<file path="src/common/resampler_defines.svh">
// Constants for the fractional-rate polyphase resampler.
// Assumes inclusion by bare name from the design and bench sources.
`ifndef RESAMPLER_DEFINES_SVH
`define RESAMPLER_DEFINES_SVH
`define RS_DATA_W      16
`define RS_COEF_W      16
`define RS_ACC_W       38
`define RS_NTAPS       64
`define RS_TAP_AW      6
`define RS_FACTOR_W    7
`define RS_MAX_FACTOR  7'h40
`define RS_FIFO_DEPTH  16
`endif

</file>
<file path="src/common/resampler_pkg.sv">
// Types used by the resampler design; the bench does not import them.
// Assumes resampler_defines.svh is on the include path.
`default_nettype none
package resampler_pkg;
    typedef enum logic [1:0] {
        S_FILL,
        S_MAC,
        S_EMIT,
        S_STEP
    } engine_state_e;
endpackage : resampler_pkg
`default_nettype wire

</file>
<file path="src/design/fractional_rate_polyphase_resampler.sv">
// Fixed fractional-rate P/Q polyphase resampler on one serial MAC engine,
// with its input FIFO. Assumes stable factors while rst_n_i is low.
`include "resampler_defines.svh"
`default_nettype none

module sample_fifo #(
    parameter int W = 16,
    parameter int D = 16
) (
    input  wire logic         clock_i,
    input  wire logic         rst_n_i,
    input  wire logic [W-1:0] in_data_i,
    input  wire logic         in_valid_i,
    output logic              in_ready_o,
    output logic [W-1:0]      out_data_o,
    output logic              out_valid_o,
    input  wire logic         out_ready_i
);
    localparam int AW = $clog2(D);
    logic [W-1:0]  mem [D];
    logic [AW-1:0] wr_ptr;
    logic [AW-1:0] rd_ptr;
    logic [AW:0]   count;
    logic          push;
    logic          pop;

    assign in_ready_o  = (count != D[AW:0]);
    assign out_valid_o = (count != '0);
    assign push        = in_valid_i && in_ready_o;
    assign pop         = out_valid_o && out_ready_i;
    assign out_data_o  = mem[rd_ptr];

    always_ff @(posedge clock_i)
    begin
        if (push)
        begin
            mem[wr_ptr] <= in_data_i;
        end
    end

    always_ff @(posedge clock_i)
    begin
        if (!rst_n_i)
        begin
            wr_ptr <= '0;
            rd_ptr <= '0;
            count  <= '0;
        end
        else
        begin
            if (push)
            begin
                wr_ptr <= wr_ptr + 1'b1;
            end
            if (pop)
            begin
                rd_ptr <= rd_ptr + 1'b1;
            end
            if (push && !pop)
            begin
                count <= count + 1'b1;
            end
            else if (pop && !push)
            begin
                count <= count - 1'b1;
            end
        end
    end
endmodule : sample_fifo

module fractional_rate_polyphase_resampler
    import resampler_pkg::*;
(
    input  wire logic                      clock_i,
    input  wire logic                      rst_n_i,
    input  wire logic [`RS_FACTOR_W-1:0]   up_factor_i,
    input  wire logic [`RS_FACTOR_W-1:0]   down_factor_i,
    input  wire logic                      coef_we_i,
    input  wire logic [`RS_TAP_AW-1:0]     coef_addr_i,
    input  wire logic [`RS_COEF_W-1:0]     coef_data_i,
    input  wire logic [`RS_DATA_W-1:0]     in_data_i,
    input  wire logic                      in_valid_i,
    output logic                           in_ready_o,
    output logic [`RS_ACC_W-1:0]           out_data_o,
    output logic                           out_valid_o,
    input  wire logic                      out_ready_i
);
    localparam logic [7:0] NTAPS = 8'(`RS_NTAPS);

    logic signed [`RS_COEF_W-1:0] coef [`RS_NTAPS];
    logic signed [`RS_DATA_W-1:0] hist [`RS_NTAPS];
    logic [`RS_FACTOR_W-1:0]      up_factor;
    logic [`RS_FACTOR_W-1:0]      down_factor;
    engine_state_e                state;
    logic [7:0]                   phase;
    logic [7:0]                   tap;
    logic [`RS_TAP_AW-1:0]        k;
    logic [`RS_FACTOR_W-1:0]      pending;
    logic signed [`RS_ACC_W-1:0]  acc;
    logic signed [`RS_ACC_W-1:0]  prod;
    logic [`RS_DATA_W-1:0]        fifo_data;
    logic                         fifo_valid;
    logic                         fifo_pop;
    logic [7:0]                   next_tap;

    function automatic logic [`RS_FACTOR_W-1:0] legal_factor(
        input logic [`RS_FACTOR_W-1:0] f
    );
        // Out-of-range straps fall back to unity rather than hang the engine
        if (f == '0 || f > `RS_MAX_FACTOR)
        begin
            return 7'h01;
        end
        return f;
    endfunction : legal_factor

    // Input buffering absorbs bursts while the engine runs its tap loop
    sample_fifo #(
        .W (`RS_DATA_W),
        .D (`RS_FIFO_DEPTH)
    ) u_in_fifo (
        .clock_i     (clock_i),
        .rst_n_i     (rst_n_i),
        .in_data_i   (in_data_i),
        .in_valid_i  (in_valid_i),
        .in_ready_o  (in_ready_o),
        .out_data_o  (fifo_data),
        .out_valid_o (fifo_valid),
        .out_ready_i (fifo_pop)
    );

    assign fifo_pop    = (state == S_FILL) && (pending != '0);
    assign out_valid_o = (state == S_EMIT);
    assign prod        = `RS_ACC_W'(coef[tap[`RS_TAP_AW-1:0]] * hist[k]);
    assign next_tap    = tap + 8'(up_factor);

    always_ff @(posedge clock_i)
    begin
        if (!rst_n_i)
        begin
            up_factor   <= legal_factor(up_factor_i);
            down_factor <= legal_factor(down_factor_i);
        end
    end

    always_ff @(posedge clock_i)
    begin
        if (coef_we_i)
        begin
            coef[coef_addr_i] <= coef_data_i;
        end
    end

    // History shifts by one per consumed input; arms are P-strided coefficient taps
    always_ff @(posedge clock_i)
    begin
        if (!rst_n_i)
        begin
            for (int i = 0; i < `RS_NTAPS; i++)
            begin
                hist[i] <= '0;
            end
        end
        else if (fifo_pop && fifo_valid)
        begin
            hist[0] <= fifo_data;
            for (int i = 1; i < `RS_NTAPS; i++)
            begin
                hist[i] <= hist[i-1];
            end
        end
    end

    always_ff @(posedge clock_i)
    begin
        if (!rst_n_i)
        begin
            state      <= S_FILL;
            phase      <= '0;
            pending    <= 7'h01;
            tap        <= '0;
            k          <= '0;
            acc        <= '0;
            out_data_o <= '0;
        end
        else
        begin
            case (state)
                S_FILL:
                begin
                    if (pending == '0)
                    begin
                        state <= S_MAC;
                        tap   <= phase;
                        k     <= '0;
                        acc   <= '0;
                    end
                    else if (fifo_valid)
                    begin
                        pending <= pending - 1'b1;
                    end
                end
                S_MAC:
                begin
                    // Only the live arm's taps: zero-stuffed products skipped
                    acc <= acc + prod;
                    tap <= next_tap;
                    k   <= k + 1'b1;
                    if (next_tap >= NTAPS)
                    begin
                        out_data_o <= acc + prod;
                        state      <= S_EMIT;
                    end
                end
                S_EMIT:
                begin
                    if (out_ready_i)
                    begin
                        phase <= phase + 8'(down_factor);
                        state <= S_STEP;
                    end
                end
                S_STEP:
                begin
                    // Each wrap past the last arm costs one new input
                    if (phase >= 8'(up_factor))
                    begin
                        phase   <= phase - 8'(up_factor);
                        pending <= pending + 1'b1;
                    end
                    else
                    begin
                        state <= S_FILL;
                    end
                end
                default:
                begin
                    state <= S_FILL;
                end
            endcase
        end
    end

    a_factor_range: assert property (@(posedge clock_i) disable iff (!rst_n_i)
        up_factor != '0 && up_factor <= `RS_MAX_FACTOR
        && down_factor != '0 && down_factor <= `RS_MAX_FACTOR)
        else $error("factor out of range");

    a_arm_in_range: assert property (@(posedge clock_i) disable iff (!rst_n_i)
        state == S_FILL |-> phase < 8'(up_factor))
        else $error("arm index not below P");

    a_mac_starts_arm: assert property (@(posedge clock_i) disable iff (!rst_n_i)
        state == S_FILL && pending == '0 |=> state == S_MAC && tap == $past(phase)
        && k == '0 && acc == '0)
        else $error("MAC did not start on the selected arm");

    a_tap_stride: assert property (@(posedge clock_i) disable iff (!rst_n_i)
        state == S_MAC && $past(state) == S_MAC
        |-> tap == $past(tap) + 8'(up_factor) && k == $past(k) + 1'b1)
        else $error("tap stride not P");

    a_mac_sum: assert property (@(posedge clock_i) disable iff (!rst_n_i)
        state == S_MAC ##1 state == S_MAC |-> acc == $past(acc) + $past(prod))
        else $error("accumulator missed a product");

    a_arms_summed: assert property (@(posedge clock_i) disable iff (!rst_n_i)
        state == S_MAC && next_tap >= NTAPS |=> state == S_EMIT
        && out_data_o == $past(acc) + $past(prod))
        else $error("output not the full arm sum");

    a_input_shift: assert property (@(posedge clock_i) disable iff (!rst_n_i)
        fifo_pop && fifo_valid |=> hist[0] == $past(fifo_data)
        && pending == $past(pending) - 1'b1)
        else $error("input not shifted in");

    a_step_wraps: assert property (@(posedge clock_i) disable iff (!rst_n_i)
        state == S_EMIT && out_ready_i |=> state == S_STEP
        ##[1:65] state == S_FILL && phase < 8'(up_factor)
        && pending <= `RS_MAX_FACTOR)
        else $error("phase step did not settle");

    a_output_held: assert property (@(posedge clock_i) disable iff (!rst_n_i)
        out_valid_o && !out_ready_i |=> out_valid_o && $stable(out_data_o))
        else $error("output dropped before accept");
endmodule : fractional_rate_polyphase_resampler
`default_nettype wire

</file>
<file path="config.mk">
export PLATFORM = sky130hd
export DESIGN_NAME = fractional_rate_polyphase_resampler
export DESIGN_NICKNAME = d
export VERILOG_FILES = /design/src/common/resampler_pkg.sv /design/src/design/fractional_rate_polyphase_resampler.sv
export VERILOG_INCLUDE_DIRS = /design/src /design/src/common
export SDC_FILE = /design/constraint.sdc
export NUM_CORES = 2
export LEC_CHECK = 0
export ABC_AREA = 1
export BUFFER_PORTS_ARGS = -buffer_cell sky130_fd_sc_hd__buf_4
export CORE_MARGIN = 1
export CORE_UTILIZATION = 35
export DETAILED_ROUTE_END_ITERATION = 6
export GPL_TIMING_DRIVEN = 0
export SLEW_MARGIN = 15
export SYNTH_ARGS = -nofsm -noshare
export SYNTH_HDL_FRONTEND = slang
export SYNTH_SLANG_ARGS = --single-unit
</file>
<file path="constraint.sdc">
create_clock -name clock_i -period 30.2 [get_ports clock_i]
set_input_delay 3.02 -clock clock_i [delete_from_list [all_inputs] [get_ports clock_i]]
set_output_delay 3.02 -clock clock_i [all_outputs]
set_load 0.01 [all_outputs]
</file>
# == Word level (Yosys, flattened, before mapping) ==
# Memories as Yosys holds them, arrays and structs flattened. A register that Yosys moved wholly into a read port is not among the register bits.
# Cells that the tools add are included.
# Widths: inputs -> output; s select.
# word_totals
register_bits,134
mem_bits_rw,2304
output_inout_bits,40
word_cells,236
n_memories,3
# memory_table
memory,words,width,rd,rd_clocked_by_memory_dff,wr,line_no,text
coef,64,16,1,1,1,fractional_rate_polyphase_resampler.sv:90,logic signed [`RS_COEF_W-1:0] coef [`RS_NTAPS];
hist,64,16,64,1,64,fractional_rate_polyphase_resampler.sv:91,logic signed [`RS_DATA_W-1:0] hist [`RS_NTAPS];
u_in_fifo.mem,16,16,1,1,1,fractional_rate_polyphase_resampler.sv:20,logic [W-1:0] mem [D];
# op_classes
n_addsub,11
multipliers,1
order_cmp,4
n_eq_ne,11
muxes,106
n_bitwise,64
n_reduce_logical,24
# op_table
operator,count
$mux 16,64
$pmux 38 s2,1
$or 1x1->1,64
$mux 7,7
$add 38x32->38,1
$mux 38,1
$mul 16x16->32,1
$pmux 8 s2,2
$mux 6,5
$mux 8,3
$logic_not 7->1,3
$add 8x7->8,2
$gt 7x7->1 const B,2
$pmux 7 s2,1
$mux 1,12
$pmux 6 s2,1
$mux 5,2
$add 4x1->4 const B,2
$ge 8x7->1,1
$ge 8x7->1 const B,1
$mux 2,4
$mux 4,2
$ne 2x2->1 const B,4
$pmux 2 s4,1
20 further kinds,34

# == Logic depth before layout (Yosys ltp) ==
# depth
ltp_word,7
mapped_depth,41
depth_no_buf,38

# == Modules after synthesis ==
# Synthesis repeated with hierarchy kept, for this count alone.
# hier_totals
cells_unflattened,11528
hier_area_um2,118829.0
# modules_own_cells
module,n_inst,cells_each,area_each_um2
fractional_rate_polyphase_resampler,1,10356,106915.0
sample_fifo,1,1172,11913.9

# == Least setup slack after synthesis ==
# Ideal clock, no wire load.
# synth_timing
path_type,input-to-reg
start,input rst_n_i
end,memory hist[0][0] (netlist bit) (enable)
setup_time_ns,7.060
arrival_time_ns,20.075
required_ns,23.140
slack_ns,3.065
path_stages,3
path_cell_list,clkbuf_1 > clkbuf_1 > nand2_1
# synth_rtl
element,line_no,text
start: declaration,fractional_rate_polyphase_resampler.sv:75,"input wire logic rst_n_i,"
end: declaration,fractional_rate_polyphase_resampler.sv:91,

==> summary.md <==
| Metric | Value |
|---|---|
| Synth Net Count | `11.7k` |
| Largest stage delay on the critical path | `1.06 ns` |
| Ranking of synthesized cells by area | `edfxtp_1 (59%), nor2_1 (6.0%), o21ai_0 (5.6%)` |
| Grt ovf | `0` |
| First-pass GRT wire length | `674000 µm` |
| Die W | `582 µm` |
| Root Driver | `clkbuf_16` |
| Async set-or-reset flop fraction in the synthesized netlist | `0` |
| Gates resized, CTS repair | `0` |
| Commonest non-fill, non-tap cell in the layout | `edfxtp_1` |
| Floorplan row count | `212` |
| # port buffers | `95` |
| Core Region | `334000 µm²` |
| Min-delay worst type | `reg2reg` |
| Postcts setup bufs | `0` |
| Layout cells sized above 1 | `0.0870` |
| Leading area contributor after synthesis | `edfxtp_1` |
| CP Data Required Time | `30.97 ns` |
| Iter 0 DRT Violations | `15.4k` |
| Synth unique cells | `55` |
| Slew margin rel. | `0.0116` |
| CP max FO | `11` |
| Drt pass-1 iters | `6` |
| Final wirelength | `494000 µm` |
| Synth top area share | `0.592` |
| Fin crit share | `0.361` |
| Status | `complete, no violations` |
| Final hold vios | `0` |
| Syn_area_per_cell | `10.6 µm²` |
| Largest net degree at the start of global routing | `65` |
| H-tree levels | `5` |
| Post-Syn Area | `118000 µm²` |
| Buffer depth of the longest clock path | `4` |
| Drt wl/cell | `30.4 µm` |
| Post-synth top flop | `edfxtp_1` |
| Fillcell total | `32.2k` |
| Initial antenna violation count | `58` |
| Vias in the first global route | `85.8k` |
| Setup TNS | `0 ns` |
| Max-slew violations | `0` |
| Maxcap violations | `0` |
| Syn. warnings | `0` |
| DP HPWL | `352000 µm` |
| Setup crit start kind | `flop` |
| Layout Nets | `12.2k` |
| Final Setup Violations | `0` |
| # IOs | `97` |
| Gate Count Post-Synth | `11.1k` |
| Total track usage | `0.284` |
| EDFF count, synth | `2318` |
| Final routed DRC violation total | `0` |
| Setup crit end kind | `flop` |
| Via Count | `92.3k` |
| CTS buffer count | `279` |
| Routed vias/inst | `5.68` |
| Critical path class | `reg2reg` |
| Clock slew at reported path FFs | `0.06 ns` |
| Fmax | `0.0916 GHz` |
| Sink Count | `2454` |
| Sequential element share of the synthesized area | `0.615` |
| Die ar. | `339000 µm²` |
| Placer Congestion | `1.10` |
| Routed Antenna Nets | `0` |
| Worst-Skew Late Latency | `0.99 ns` |
| Cts hold-fix bufs | `0` |
| Crit path DAT | `11.68 ns` |
| Register area | `72300 µm²` |
| Area Growth Syn to Fin | `15.2%` |
| Multi-input gate area | `36400 µm²` |
| Slew @ Worst Pin | `1.48 ns` |
| Most frequent cells in the layout | `edfxtp_1 (2318), nor2_1 (1793), inv_1 (1632)` |
| CTS tree | `done` |
| Die height | `582 µm` |
| Crit path max-delay cell type | `clkbuf_1` |
| Most Frequent Cell on Critical Path | `inv_1` |
| Starting Density | `0.352` |
| Setup Skew | `0.123 ns` |
| Util after Layout | `0.406` |
| Synth Register Bits | `2454` |
| Period minus WS final | `10.91 ns` |
| Unrepaired setup endpoints after global routing | `no` |
[flip-flops by register name, indices dropped and copies added (netlist names), named ones only]
register	count
u_in_fifo.wr_ptr	4
coef	1024
pending	7
tap	8
up_factor	7
u_in_fifo.mem	256
u_in_fifo.rd_ptr	4
u_in_fifo.count	5
phase	8
state	2
out_data_o	38
down_factor	7
hist	1024
k	6
acc	38
[layer usage]
| layer | up-vias | wire length (µm) | track usage |
|---|---|---|---|
| met5 | - | 149 | 0 |
| met4 | 22 | 34400 | 0.167 |
| met3 | 1403 | 63600 | 0.0748 |
| met2 | 6807 | 210000 | 0.418 |
| met1 | 45500 | 187000 | 0.377 |
| li1 | 38600 | - | - |
[worst paths after layout]
path | to | startpoint | depth (start not counted) | slack, ns
setup / recovery | out_data_o[36] | flop | 32 | 19.29
hold / removal | hist[50][8] | hist[49][8] | 2 | 0.45
setup reg to reg | out_data_o[36] | flop | 32 | 19.29
hold reg to reg | hist[50][8] | hist[49][8] | 2 | 0.45
[cell families after synthesis]
group | share of synthesized area
xor+xnor | 0.00305
fa+ha+maj | 0.0717
compound gates | 0.116
simple gates | 0.113
flops | 0.615
buf+inv | 0.0807
[Yosys cell counts, types with 58 or more instances]
| library cell | number |
|---|---|
| a21oi_1 | 306 |
| buf_2 | 144 |
| clkbuf_1 | 397 |
| dfxtp_1 | 136 |
| edfxtp_1 | 2318 |
| fa_1 | 327 |
| ha_1 | 151 |
| inv_1 | 1632 |
| nand2_1 | 1258 |
| nand3_1 | 207 |
| nor2_1 | 1873 |
| o211ai_1 | 58 |
| o21ai_0 | 1314 |
| o21ai_1 | 100 |
| o221ai_1 | 117 |
| o22ai_1 | 405 |
[critical path, delay by kind of cell, from the launching register on]
kind            cells  cell delay [ns]
fa+ha+maj           7             4.03
simple gates        9             1.62
buf+inv            11             3.05
flops               1             0.31
compound gates      5             1.73
[metrics by stage]
step / instance area [µm²] / std cells / hold slack, ns / worst slack, ns
2_1_floorplan: 118000 / 11100 / 0.441 / 3.07
3_3_place_gp: 124000 / 15600 / 0.455 / -10.61
3_5_place_dp: 127000 / 15700 / 0.460 / 19.89
4_1_cts: 135000 / 16200 / 0.456 / 19.83
5_1_grt: 136000 / 16200 / 0.482 / 19.35
6_report: 136000 / 16300 / 0.447 / 19.29
[layout make-up]
type                       instances  share of cell area
inverter                        1649              0.0457
tap                             4387              0.0405
antenna                           39            0.000720
sequential                      2454               0.533
clock inverter                   139             0.00845
timing repair buffer             198              0.0230
buffer                           667              0.0247
multi-input combinational       6372               0.268
clock buffer                     348              0.0552
Power is not shown: default switching activity piles up to over one toggle a cycle in this logic, so the estimate is an artifact.
